$ cat src/sfat_pkg.sv
package sfat_pkg;
// Operation
// - Superframe is 256 slots, each slot lasting the configured slot length.
// - Beacon period opens each superframe; its start is slot zero's start.
// - Only beacon frames go out inside the beacon period.
// - Reserved slots carry frames only from devices taking part in the reservation.
// - Slots outside beacon period and reservations use prioritized contention only.
// - Every fragment carries the data unit sequence number and its fragment number.
// - Three acknowledgement policies: none, immediate per frame, block on request.
// - Missing acknowledgement leads to retransmit or discard, by type, tries and age.
// - Beacon payloads go out at the fixed beacon payload rate.
// - Headers always go at the lowest rate; other payloads may go faster.
// - In active mode beacons are sent and received every superframe.
// - Hibernation is announced in the beacon, then all traffic stops for that count.

  // Clock and timing
  localparam int CLK_PERIOD_NS = 25;
  localparam int SLOT_DUR_NS = 1000;
  localparam int SLOT_CYC = (SLOT_DUR_NS / CLK_PERIOD_NS < 1) ? 1 : SLOT_DUR_NS / CLK_PERIOD_NS;
  localparam int ACK_TO_NS = 2000;
  localparam int ACK_TO_CYC = (ACK_TO_NS / CLK_PERIOD_NS < 1) ? 1 : ACK_TO_NS / CLK_PERIOD_NS;
  localparam logic [8:0] SLOTS_PER_SF = 9'h100;
  localparam logic [7:0] LAST_SLOT = 8'hFF;

  // Register offsets (byte addresses)
  localparam logic [7:0] REG_CTRL = 8'h00;
  localparam logic [7:0] REG_SLOT_LEN = 8'h04;
  localparam logic [7:0] REG_BP_LEN = 8'h08;
  localparam logic [7:0] REG_HIB_CNT = 8'h0C;
  localparam logic [7:0] REG_ACK_CFG = 8'h10;
  localparam logic [7:0] REG_STATUS = 8'h14;
  localparam logic [7:0] REG_RESV_BASE = 8'h40;
  localparam logic [7:0] REG_PART_BASE = 8'h60;

  // Reset values and field positions
  localparam logic [15:0] RST_SLOT_LEN = 16'(SLOT_CYC);
  localparam logic [7:0] RST_BP_LEN = 8'h01;
  localparam logic [15:0] RST_ACK_TO = 16'(ACK_TO_CYC);
  localparam logic [3:0] RST_MAX_TRY = 4'h3;
  localparam logic [3:0] RST_MAX_AGE = 4'h2;
  localparam int CTRL_EN = 0;
  localparam int CTRL_HIB = 1;
  localparam int ACKF_TRY = 16;
  localparam int ACKF_AGE = 20;

  // Rate codes
  localparam logic [2:0] RATE_LOWEST = 3'h0;
  localparam logic [2:0] BEACON_PAYLOAD_RATE = 3'h0;

  typedef enum logic [1:0] {
    SFAT_ACK_NONE = 2'b00,
    SFAT_ACK_IMM = 2'b01,
    SFAT_ACK_BLK = 2'b10
  } sfat_ack_e;

  typedef enum logic [1:0] {
    SFAT_M_BEACON = 2'b00,
    SFAT_M_RESV = 2'b01,
    SFAT_M_CONT = 2'b10,
    SFAT_M_QUIET = 2'b11
  } sfat_mode_e;

  typedef enum logic {
    SFAT_A_IDLE = 1'b0,
    SFAT_A_WAIT = 1'b1
  } sfat_ast_e;

  typedef struct packed {
    logic is_bcn;
    logic use_resv;
    sfat_ack_e ack;
    logic blk_req;
    logic retx;
    logic retry_ok;
    logic [11:0] seq;
    logic [3:0] frag;
    logic [2:0] rate;
  } sfat_txreq_s;

  typedef struct packed {
    logic valid;
    logic is_bcn;
    logic [2:0] hdr_rate;
    logic [2:0] pay_rate;
    sfat_ack_e ack;
    logic [11:0] seq;
    logic [3:0] frag;
  } sfat_phytx_s;

  typedef struct packed {
    logic valid;
    logic [7:0] count;
  } sfat_hibie_s;
endpackage : sfat_pkg

$ cat src/sfat_top.sv
`timescale 1ns/1ps
module sfat_top import sfat_pkg::*; (
  // Clock and reset
  input wire logic i_clk,
  input wire logic i_sys_rst,
  // Register port
  input wire logic [7:0] i_addr,
  input wire logic [31:0] i_wdata,
  input wire logic i_wr,
  input wire logic i_rd,
  output logic [31:0] o_rdata,
  // Frame requests from the client
  input wire logic i_tx_valid,
  input wire sfat_txreq_s i_tx,
  output logic o_tx_ready,
  // Acknowledgement seen by the receiver path
  input wire logic i_ack_ok,
  // Towards the PHY and client
  output sfat_phytx_s o_phy_tx,
  output sfat_hibie_s o_hib_ie,
  output sfat_mode_e o_mode,
  output logic [7:0] o_slot,
  output logic o_beacon_period_start_time,
  output logic o_bcn_due,
  output logic o_rx_en,
  output logic o_tx_done,
  output logic o_retx,
  output logic o_discard
);

  // Configuration and reservation maps
  logic en_q, en_d;
  logic [15:0] slot_len_q, slot_len_d;
  logic [7:0] bp_len_q, bp_len_d;
  logic [7:0] hib_cnt_q, hib_cnt_d;
  logic [15:0] ack_to_q, ack_to_d;
  logic [3:0] max_try_q, max_try_d, max_age_q, max_age_d;
  logic [31:0] resv_q [8];
  logic [31:0] resv_d [8];
  logic [31:0] part_q [8];
  logic [31:0] part_d [8];
  logic [31:0] rdata_d;
  logic hib_cmd;

  // Slot timer state
  logic [15:0] cyc_q, cyc_d;
  logic [7:0] slot_q, slot_d;
  logic [7:0] sf_q, sf_d;
  logic beacon_period_start_time_q, beacon_period_start_time_d;
  logic slot_end;

  // Access and acknowledgement state
  sfat_mode_e mode;
  logic grant, allow;
  sfat_phytx_s ptx_d;
  sfat_ast_e ast_q, ast_d;
  logic [15:0] wait_q, wait_d;
  logic [3:0] try_q, try_d, age_q, age_d;
  logic rok_q, rok_d;
  logic done_d, retx_d, disc_d;

  // Power state
  logic pend_q, pend_d, ann_q, ann_d, hib_q, hib_d;
  logic [7:0] left_q, left_d;

  // Register writes; a zero slot length would make every slot 65536 cycles long, so it is forced to one
  always_comb begin
    en_d = en_q;
    slot_len_d = slot_len_q;
    bp_len_d = bp_len_q;
    hib_cnt_d = hib_cnt_q;
    ack_to_d = ack_to_q;
    max_try_d = max_try_q;
    max_age_d = max_age_q;
    resv_d = resv_q;
    part_d = part_q;
    hib_cmd = 1'b0;
    if (i_wr) begin
      unique case (i_addr)
        REG_CTRL: begin
          en_d = i_wdata[CTRL_EN];
          hib_cmd = i_wdata[CTRL_HIB];
        end
        REG_SLOT_LEN: slot_len_d = (i_wdata[15:0] == 16'h0000) ? 16'h0001 : i_wdata[15:0];
        REG_BP_LEN: bp_len_d = (i_wdata[7:0] == 8'h00) ? 8'h01 : i_wdata[7:0];
        REG_HIB_CNT: hib_cnt_d = i_wdata[7:0];
        REG_ACK_CFG: begin
          ack_to_d = i_wdata[15:0];
          max_try_d = i_wdata[ACKF_TRY +: 4];
          max_age_d = i_wdata[ACKF_AGE +: 4];
        end
        default: begin
          if (i_addr[7:5] == REG_RESV_BASE[7:5] && i_addr[1:0] == 2'b00) resv_d[i_addr[4:2]] = i_wdata;
          if (i_addr[7:5] == REG_PART_BASE[7:5] && i_addr[1:0] == 2'b00) part_d[i_addr[4:2]] = i_wdata;
        end
      endcase
    end
  end

  // Read mux; unmapped addresses read zero
  always_comb begin
    rdata_d = 32'h0000_0000;
    if (i_rd) begin
      unique case (i_addr)
        REG_CTRL: rdata_d = {31'h0, en_q};
        REG_SLOT_LEN: rdata_d = {16'h0, slot_len_q};
        REG_BP_LEN: rdata_d = {24'h0, bp_len_q};
        REG_HIB_CNT: rdata_d = {24'h0, hib_cnt_q};
        REG_ACK_CFG: rdata_d = {8'h0, max_age_q, max_try_q, ack_to_q};
        REG_STATUS: rdata_d = {sf_q, 1'b0, left_q, hib_q, ann_q, pend_q, ast_q, mode, 1'b0, slot_q};
        default: begin
          if (i_addr[7:5] == REG_RESV_BASE[7:5] && i_addr[1:0] == 2'b00) rdata_d = resv_q[i_addr[4:2]];
          if (i_addr[7:5] == REG_PART_BASE[7:5] && i_addr[1:0] == 2'b00) rdata_d = part_q[i_addr[4:2]];
        end
      endcase
    end
  end

  always_ff @(posedge i_clk or posedge i_sys_rst) begin
    if (i_sys_rst) begin
      en_q <= 1'b0;
      slot_len_q <= RST_SLOT_LEN;
      bp_len_q <= RST_BP_LEN;
      hib_cnt_q <= 8'h00;
      ack_to_q <= RST_ACK_TO;
      max_try_q <= RST_MAX_TRY;
      max_age_q <= RST_MAX_AGE;
      o_rdata <= 32'h0000_0000;
      for (int i = 0; i < 8; i++) begin
        resv_q[i] <= 32'h0000_0000;
        part_q[i] <= 32'h0000_0000;
      end
    end else begin
      en_q <= en_d;
      slot_len_q <= slot_len_d;
      bp_len_q <= bp_len_d;
      hib_cnt_q <= hib_cnt_d;
      ack_to_q <= ack_to_d;
      max_try_q <= max_try_d;
      max_age_q <= max_age_d;
      o_rdata <= rdata_d;
      resv_q <= resv_d;
      part_q <= part_d;
    end
  end

  // Slot timer: cycles within a slot, slot index, superframe count
  assign slot_end = (cyc_q == slot_len_q - 16'h0001);
  always_comb begin
    cyc_d = cyc_q;
    slot_d = slot_q;
    sf_d = sf_q;
    beacon_period_start_time_d = 1'b0;
    if (!en_q) begin
      cyc_d = 16'h0000;
      slot_d = 8'h00;
    end else if (slot_end) begin
      cyc_d = 16'h0000;
      slot_d = slot_q + 8'h01;
      if (slot_q == LAST_SLOT) begin
        sf_d = sf_q + 8'h01;
        beacon_period_start_time_d = 1'b1;
      end
    end else begin
      cyc_d = cyc_q + 16'h0001;
    end
  end

  always_ff @(posedge i_clk or posedge i_sys_rst) begin
    if (i_sys_rst) begin
      cyc_q <= 16'h0000;
      slot_q <= 8'h00;
      sf_q <= 8'h00;
      beacon_period_start_time_q <= 1'b0;
    end else begin
      cyc_q <= cyc_d;
      slot_q <= slot_d;
      sf_q <= sf_d;
      beacon_period_start_time_q <= beacon_period_start_time_d;
    end
  end

  // Slot access mode; a slot reserved by others stays quiet for us
  always_comb begin
    if (!en_q || hib_q) mode = SFAT_M_QUIET;
    else if (slot_q < bp_len_q) mode = SFAT_M_BEACON;
    else if (resv_q[slot_q[7:5]][slot_q[4:0]]) begin
      mode = part_q[slot_q[7:5]][slot_q[4:0]] ? SFAT_M_RESV : SFAT_M_QUIET;
    end else mode = SFAT_M_CONT;
  end

  // Admission: frame kind must match the slot's access method
  always_comb begin
    unique case (mode)
      SFAT_M_BEACON: allow = i_tx.is_bcn;
      SFAT_M_RESV: allow = !i_tx.is_bcn && i_tx.use_resv && ast_q == SFAT_A_IDLE;
      SFAT_M_CONT: allow = !i_tx.is_bcn && !i_tx.use_resv && ast_q == SFAT_A_IDLE;
      SFAT_M_QUIET: allow = 1'b0;
    endcase
  end
  assign o_tx_ready = allow;
  assign grant = i_tx_valid && allow;

  // Descriptor to the PHY; header always at the lowest rate
  always_comb begin
    ptx_d = '0;
    if (grant) begin
      ptx_d.valid = 1'b1;
      ptx_d.is_bcn = i_tx.is_bcn;
      ptx_d.hdr_rate = RATE_LOWEST;
      ptx_d.pay_rate = i_tx.is_bcn ? BEACON_PAYLOAD_RATE : i_tx.rate;
      ptx_d.ack = i_tx.is_bcn ? SFAT_ACK_NONE : i_tx.ack;
      ptx_d.seq = i_tx.seq;
      ptx_d.frag = i_tx.frag;
    end
  end

  // Acknowledgement wait: retry while type, tries and age allow, else drop
  always_comb begin
    ast_d = ast_q;
    wait_d = wait_q;
    try_d = try_q;
    age_d = age_q;
    rok_d = rok_q;
    done_d = 1'b0;
    retx_d = 1'b0;
    disc_d = 1'b0;
    if (beacon_period_start_time_q && age_q != 4'hF) age_d = age_q + 4'h1;
    unique case (ast_q)
      SFAT_A_IDLE: begin
        if (grant && !i_tx.is_bcn) begin
          try_d = i_tx.retx ? try_q + 4'h1 : 4'h1;
          if (!i_tx.retx) age_d = 4'h0;
          rok_d = i_tx.retry_ok;
          wait_d = 16'h0000;
          if (i_tx.ack == SFAT_ACK_IMM || (i_tx.ack == SFAT_ACK_BLK && i_tx.blk_req)) ast_d = SFAT_A_WAIT;
          else done_d = 1'b1;
        end
      end
      SFAT_A_WAIT: begin
        wait_d = wait_q + 16'h0001;
        if (i_ack_ok) begin
          ast_d = SFAT_A_IDLE;
          done_d = 1'b1;
        end else if (wait_q >= ack_to_q) begin
          ast_d = SFAT_A_IDLE;
          if (rok_q && try_q < max_try_q && age_q < max_age_q) retx_d = 1'b1;
          else disc_d = 1'b1;
        end
      end
    endcase
  end

  always_ff @(posedge i_clk or posedge i_sys_rst) begin
    if (i_sys_rst) begin
      ast_q <= SFAT_A_IDLE;
      wait_q <= 16'h0000;
      try_q <= 4'h0;
      age_q <= 4'h0;
      rok_q <= 1'b0;
      o_phy_tx <= '0;
      o_tx_done <= 1'b0;
      o_retx <= 1'b0;
      o_discard <= 1'b0;
    end else begin
      ast_q <= ast_d;
      wait_q <= wait_d;
      try_q <= try_d;
      age_q <= age_d;
      rok_q <= rok_d;
      o_phy_tx <= ptx_d;
      o_tx_done <= done_d;
      o_retx <= retx_d;
      o_discard <= disc_d;
    end
  end

  // Hibernation: request, announce in our beacon, then sleep the count
  always_comb begin
    pend_d = pend_q;
    ann_d = ann_q;
    hib_d = hib_q;
    left_d = left_q;
    if (hib_cmd && hib_cnt_q != 8'h00 && !hib_q && !ann_q) pend_d = 1'b1;
    if (grant && i_tx.is_bcn && pend_q) begin
      pend_d = 1'b0;
      ann_d = 1'b1;
    end
    if (beacon_period_start_time_q) begin
      if (ann_q) begin
        ann_d = 1'b0;
        hib_d = 1'b1;
        left_d = hib_cnt_q;
      end else if (hib_q) begin
        left_d = left_q - 8'h01;
        if (left_q == 8'h01) hib_d = 1'b0;
      end
    end
  end

  always_ff @(posedge i_clk or posedge i_sys_rst) begin
    if (i_sys_rst) begin
      pend_q <= 1'b0;
      ann_q <= 1'b0;
      hib_q <= 1'b0;
      left_q <= 8'h00;
    end else begin
      pend_q <= pend_d;
      ann_q <= ann_d;
      hib_q <= hib_d;
      left_q <= left_d;
    end
  end

  // Status outputs
  assign o_mode = mode;
  assign o_slot = slot_q;
  assign o_beacon_period_start_time = beacon_period_start_time_q;
  assign o_hib_ie = '{valid: pend_q, count: hib_cnt_q};
  assign o_bcn_due = beacon_period_start_time_q && en_q && !hib_q;
  assign o_rx_en = en_q && !hib_q;

  // Checks
  chk_slot_wrap: assert property (@(posedge i_clk) disable iff (i_sys_rst)
    en_q && slot_end && slot_q == LAST_SLOT |=> slot_q == 8'h00 && beacon_period_start_time_q)
    else $error("slot index did not wrap at superframe end");
  chk_slot_len: assert property (@(posedge i_clk) disable iff (i_sys_rst)
    en_q && slot_end && $stable(slot_len_q) |=> cyc_q == 16'h0000 && slot_q == $past(slot_q) + 8'h01)
    else $error("slot did not advance after its length");
  chk_beacon_period_start_time_first: assert property (@(posedge i_clk) disable iff (i_sys_rst)
    beacon_period_start_time_q && en_q && !hib_q |-> slot_q == 8'h00 && mode == SFAT_M_BEACON)
    else $error("superframe start is not beacon slot zero");
  chk_bp_beacons: assert property (@(posedge i_clk) disable iff (i_sys_rst)
    grant && slot_q < bp_len_q |-> i_tx.is_bcn)
    else $error("non-beacon granted in beacon period");
  chk_resv_part: assert property (@(posedge i_clk) disable iff (i_sys_rst)
    grant && resv_q[slot_q[7:5]][slot_q[4:0]] && slot_q >= bp_len_q |-> part_q[slot_q[7:5]][slot_q[4:0]])
    else $error("transmit in reservation we do not join");
  chk_cont_only: assert property (@(posedge i_clk) disable iff (i_sys_rst)
    grant && mode == SFAT_M_CONT |-> !i_tx.use_resv && !i_tx.is_bcn)
    else $error("contention slot used by other method");
  chk_frag_seq: assert property (@(posedge i_clk) disable iff (i_sys_rst)
    grant |=> o_phy_tx.valid && o_phy_tx.seq == $past(i_tx.seq) && o_phy_tx.frag == $past(i_tx.frag))
    else $error("fragment numbering lost");
  chk_noack_done: assert property (@(posedge i_clk) disable iff (i_sys_rst)
    grant && !i_tx.is_bcn && i_tx.ack == SFAT_ACK_NONE |=> o_tx_done && ast_q == SFAT_A_IDLE)
    else $error("no-ack frame waited for acknowledgement");
  chk_miss_ack: assert property (@(posedge i_clk) disable iff (i_sys_rst)
    ast_q == SFAT_A_WAIT && !i_ack_ok && wait_q >= ack_to_q |=> o_retx != o_discard)
    else $error("missing ack neither retried nor dropped");
  chk_bcn_rate: assert property (@(posedge i_clk) disable iff (i_sys_rst)
    o_phy_tx.valid && o_phy_tx.is_bcn |-> o_phy_tx.pay_rate == BEACON_PAYLOAD_RATE)
    else $error("beacon payload at wrong rate");
  chk_hdr_rate: assert property (@(posedge i_clk) disable iff (i_sys_rst)
    o_phy_tx.valid |-> o_phy_tx.hdr_rate == RATE_LOWEST)
    else $error("header not at lowest rate");
  chk_active_bcn: assert property (@(posedge i_clk) disable iff (i_sys_rst)
    en_q && !hib_q && slot_end && slot_q == LAST_SLOT && !(i_wr && i_addr == REG_CTRL)
    |=> o_bcn_due && o_rx_en)
    else $error("active device skipped beacon");
  chk_hib_quiet: assert property (@(posedge i_clk) disable iff (i_sys_rst)
    hib_q |-> !o_tx_ready && !o_rx_en ##1 !o_phy_tx.valid)
    else $error("traffic during hibernation");
  cov_superframe: cover property (@(posedge i_clk) disable iff (i_sys_rst) beacon_period_start_time_q && en_q);
  cov_retx: cover property (@(posedge i_clk) disable iff (i_sys_rst) o_retx);
  cov_hibernate: cover property (@(posedge i_clk) disable iff (i_sys_rst) hib_q && beacon_period_start_time_q && left_q == 8'h01);
endmodule : sfat_top

$ cat config.mk
export PLATFORM = sky130hd
export DESIGN_NAME = sfat_top
export DESIGN_NICKNAME = d
export VERILOG_FILES = /design/src/sfat_pkg.sv /design/src/sfat_top.sv
export SDC_FILE = /design/constraint.sdc
export NUM_CORES = 2
export LEC_CHECK = 0
export BUFFER_PORTS_ARGS = -buffer_cell sky130_fd_sc_hd__buf_4
export CAP_MARGIN = 20
export CORE_MARGIN = 2
export CORE_UTILIZATION = 40
export DETAILED_ROUTE_END_ITERATION = 7
export PLACE_DENSITY_LB_ADDON = 0.25
export RECOVER_POWER = 50
export SETUP_SLACK_MARGIN = 0.05
export SLEW_MARGIN = 10
export SYNTH_ARGS = -nofsm -noshare
export SYNTH_HDL_FRONTEND = slang
export SYNTH_SLANG_ARGS = --single-unit
$ cat constraint.sdc
create_clock -name i_clk -period 41.1 [get_ports i_clk]
set_input_delay 4.11 -clock i_clk [delete_from_list [all_inputs] [get_ports i_clk]]
set_output_delay 4.11 -clock i_clk [all_outputs]
set_load 0.005 [all_outputs]
== Word-level counts from Yosys, hierarchy flattened ==
Index checks and enable logic that the tools add are counted.
Word-level totals
  output and inout bits: 84
  bits in registers: 700
  input bits: 72
Cells by class
  reductions and logical operators: 47
  multiplexer cells: 77
  equal/unequal tests: 18
  order comparisons: 8
  add/subtract/negate cells: 8
  bitwise gates (word level): 4
Operators with widths (number)
  $bwmux 256: 2
  $bmux 32 s3: 4
  $mux 32: 12
  $pmux 32 s6: 1
  $demux 32 s3: 1
  $mux 16: 4
  $mux 8: 5
  $add 16x1->16 const B: 2
  $pmux 16 s2: 1
  $mux 1: 30
  $mux 26: 1
  $logic_and 1x1->1: 21
  $mux 4: 5
  $add 8x1->8 const B: 2
  $eq 16x16->1: 1
  $eq 8x4->1 const B: 2
  $eq 8x5->1 const B: 2
  $ge 16x16->1: 1
  $logic_not 16->1: 1
  $logic_not 8->1: 2
  $sub 16x1->16 const B: 1
  $reduce_and 2->1: 7
  $bmux 1 s5: 2
  $mux 2: 5
  other kinds (27): 47

== Logic depth before layout (Yosys ltp) ==
  depth after elaboration: 18
  gate-level depth with buffers: 23
  depth with buffers taken out: 16

== Least setup slack after synthesis ==
OpenSTA, ideal clock, no wires.
  kind: in2out
  from: input i_tx[25] in the netlist's numbering
  to: output o_tx_ready
  stages: 4
  required time: 36.990 ns
  slack: 31.709 ns
  arrival time: 5.281 ns
  buffers on the path: 1
  path through: or4_1 -> nor2_1 -> a21o_1 -> clkbuf_1
On the way
  longest elaborated chain between the ends: 4
  elaborated cells on any way between the ends: 6
Ends and longest elaborated chain
  start: declaration: RTL line sfat_top.sv:14  | input wire sfat_txreq_s i_tx,
  $logic_not 1->1: RTL line sfat_top.sv:196, sfat_top.sv:197
  $logic_and 1x1->1 (on tied branches) (2 in a row): RTL line sfat_top.sv:197, sfat_top.sv:196
  $pmux 1 s4 (*): RTL line sfat_top.sv:194  | unique case (mode)
  end: declaration: RTL line sfat_top.sv:15  | output logic o_tx_ready,
Every way passes the cells marked *; elsewhere a longest branch is shown, timed or not.

==> reports/metrics.cfg <==
[logic_synthesis]
synth_xor_area_share_pct=1.193
synth_area_per_cell_um2=13.54
synth_async_sr_flop_share_pct=100.0
synth.area.mux_share_pct=35.31
ys_warn_count=0
synthCells=2711
ys.flop_type=dfrtp_1
synth_top_family_by_area=multiplexers
yosysSeqAreaShare_pct=47.54
syn_area_um2=36710
ys_ff_latch=697
synth_edf_count=0
synth.distinct_cells=83
synth_compound_area_share_pct=5.065
synth_fa_ha_area_share_pct=1.363
synth-simple-area-share_pct=6.237

[cts]
insertion_delay_ns=0.65
cts_resized=0
ctsHoldBuffers=0
numCtsBuffers=77
cts.clk_slew.worst_paths_ns=0.06
post-cts-setup-buffers=0
cts.sinks=697
htree_levels=3
clock_path_buffers=3
cts-root-buf=clkbuf_16
cts_tree=yes

[power_and_ir_drop]
p_leak_nw=18.67
p_int_w=0.001186
seq_power_share_pct=47.1
power.density_nw_per_um2=38.24
p_sw_w=0.0003914
ir_drop_mv=0.02980
clockPowerShare_pct=44.3
p_sw_share_pct=24.81
combinationalPowerShare_pct=8.6

[min_path]
min_path_type=flop to flop

[layout]
seq_area_um2=17460
nNetsFinal=2877
multi_input_area_um2=18100
fin_cells=4013
fillers=8071
area_growth_pct=12.40
drive_above_1_share_pct=40.91
design_area_um2=41260

[floorplan]
fp.coreArea_um2=91250
die_h_um=306.9
num_io_pins=156
fp.dieArea_um2=94210
die_x_um=306.9
initial_core_util_pct=40.23
rows=111

[worst_setup_path]
critPathKind=input pin to async pin
crit_fanout=172
end_kind=async pin
critPathLaunchType=input pin
worstPathRequired_ns=38.75
arrival_ns=14.17

[global_route]
grt_max_degree=184
grt_use_total_pct=24.47
grt_pass1_vias=25660
overflow=0
grt_pass1_wl_mm=171.9
antenna_found_initial=8

[placed_design]
gp_congestion=0.8663
hpwl_mm=72.45
io_buffers=152
dp.cells=3869
dpl_cell_area_um2=38840

[sta]
tns_ns=0
drv_slew=772
skew_ns=0.02370
fin_crit_ns=16.52
finalSetupViolations=0
hold_viol_final=0
fmax_mhz=60.55
period_share_pct=40.18
tightest_slew_ns=9.698
rsz0062_at_grt=no
relSlewSlack_pct=-546.5

[routing]
route.detailed.drc=0
ant_nets=0
via_per_inst=6.181
wl_per_cell_um=28.72
drt-initial-drc-count=2522
drt_wl_total_mm=115.3
dr.pass1.iters=5
via_count=24810

[outcome]
violations=max-capacitance violations, max-slew violations
status=complete, but fails checks

[run]
maxCapViolCount=11

==> sequential cells by signal, indices dropped and copies added, names as in the netlist, 8 cells and up <==
name,cells
sf_q,8
slot_len_q,16
wait_q,16
part_q,256
ack_to_q,16
o_slot,8
hib_cnt_q,8
left_q,8
o_rdata,32
o_phy_tx,23
cyc_q,16
resv_q,256
bp_len_q,8
==> critical path, cell delays in order <==
cell	delay, ns
clkbuf_4	0.11
clkinvlp_2	3.03
clkbuf_1	6.78
==> cells in the final DEF, fill, tap and decap left out, types with 9 or more instances in the layout <==
cell type  count
a21oi_1       40
a221oi_1       9
a22oi_1       49
a31oi_1       11
and2_1        18
and3_1        31
buf_4        118
clkbuf_1      40
clkbuf_16     78
clkbuf_4      59
clkbuf_8      14
clkinv_2      16
dfrtp_1      687
ha_1          40
inv_1         47
mux2_2       576
mux2i_1      125
mux4_2       232
nand2_1      102
nand3_1       67
nand4_1       24
nor2_1        75
nor2b_1       22
nor3_1        20
o21ai_0       60
o221ai_1      10
o22ai_1       20
xnor2_1       29
xor2_1        21
==> power by group through the flow <==
| stage | sequential [W] | combinational, W | clock [W] |
|---|---|---|---|
| 3_3_place_gp | 0.000752 | 0.000133 | 0 |
| 2_1_floorplan | 0.000746 | 0.0000984 | 0 |
| 6_report | 0.000743 | 0.000136 | 0.000699 |
| 4_1_cts | 0.000742 | 0.000138 | 0.000712 |
| 3_5_place_dp | 0.000754 | 0.000138 | 0 |
| 5_1_grt | 0.000747 | 0.000148 | 0.000740 |
==> cell families after synthesis <==
family                   Yosys count
AO/OA/AOI/OAI                    269
multiplexers                     933
flip-flops                       697
other                              1
XOR/XNOR                          50
AND/OR/NAND/NOR                  440
buffers and inverters            281
adder cells (fa/ha/maj)           40
==> cell type report <==
| cell class | instances | area share, % |
|---|---|---|
| multi-input combinational | 1735 | 43.86 |
| sequential | 697 | 42.31 |
| clock buffer | 110 | 5.337 |
| timing repair buffer | 204 | 3.672 |
| tap | 1186 | 3.596 |
| clock inverter | 30 | 0.7611 |
| inverter | 50 | 0.4579 |
| antenna | 1 | 0.006065 |
==> path summary, 6_finish.rpt <==
kind | from | endpoint | slack, ns | depth (start not counted)
worst max-delay path | i_sys_rst | o_slot[7] | 24.58 | 3
worst min-delay path | rok_q | rok_q | 0.48 | 2
worst max register to register | o_slot[5] | age_q[2] | 30.20 | 17
worst min register to register | rok_q | rok_q | 0.48 | 2
max in group i_clk | o_slot[5] | o_tx_ready | 25.96 | 16
min in group asynchronous | i_sys_rst | o_rdata[2] | 5.18 | 2
==> synthesized netlist by cell type (5+ instances only) <==
| library cell | n | area share [%] |
|---|---|---|
| mux4_2 | 232 | 14 |
| o21a_1 | 6 | 0.12 |
| a21o_1 | 8 | 0.16 |
| nand2b_1 | 7 | 0.12 |
| o22ai_1 | 20 | 0.34 |
| o221ai_1 | 10 | 0.24 |
| o31ai_1 | 6 | 0.12 |
| a222oi_1 | 6 | 0.16 |
| buf_2 | 10 | 0.14 |
| nand2_1 | 109 | 1.1 |
| dfstp_2 | 8 | 0.57 |
| xor2_1 | 21 | 0.50 |
| o21ai_0 | 58 | 0.79 |
| nor3_1 | 22 | 0.30 |
| nor2_1 | 80 | 0.82 |
| dfrtp_1 | 689 | 47 |
| or4_1 | 5 | 0.10 |
| clkbuf_1 | 133 | 1.4 |
| nor2b_1 | 23 | 0.39 |
| o211a_1 | 8 | 0.22 |
| and3_1 | 31 | 0.53 |
| a21oi_1 | 40 | 0.55 |
| nor4_1 | 7 | 0.12 |
| ha_1 | 40 | 1.4 |
| a221oi_1 | 9 | 0.21 |
| or3_1 | 9 | 0.15 |
| buf_1 | 63 | 0.64 |
| inv_1 | 48 | 0.49 |
| xnor2_1 | 29 | 0.69 |
| a22oi_1 | 49 | 1.0 |
| and2_1 | 21 | 0.36 |
| mux2_2 | 576 | 18 |
| nand4_1 | 24 | 0.41 |
| buf_4 | 16 | 0.33 |
| nand3_1 | 69 | 0.94 |
| a31oi_1 | 11 | 0.19 |
| nor3b_1 | 7 | 0.14 |
| mux2i_1 | 125 | 3.4 |
==> layer usage <==
layer  GRT usage, %  part of all wire, %  up-vias
met2          39.18                   47     1079
met1          32.71                   41    13150
met5              0               0.0095        -
met3          4.631                  7.3      251
li1               -                    -    10320
met4          10.20                  4.2        2
==> per-stage QoR <==
step	hold slack [ns]	util (%)	setup WS, ns	total power, W
floorplan	0.4376	-	17.46	0.0008441
global placement	0.4605	42.54	30.92	0.0008852
detailed placement	0.4637	42.57	30.85	0.0008923
CTS	0.4760	45.33	30.16	0.001592
global route	0.4872	45.22	22.19	0.001635
finish	0.4816	45.22	24.58	0.001578
No activity file was read; power rests on OpenSTA's default activity.
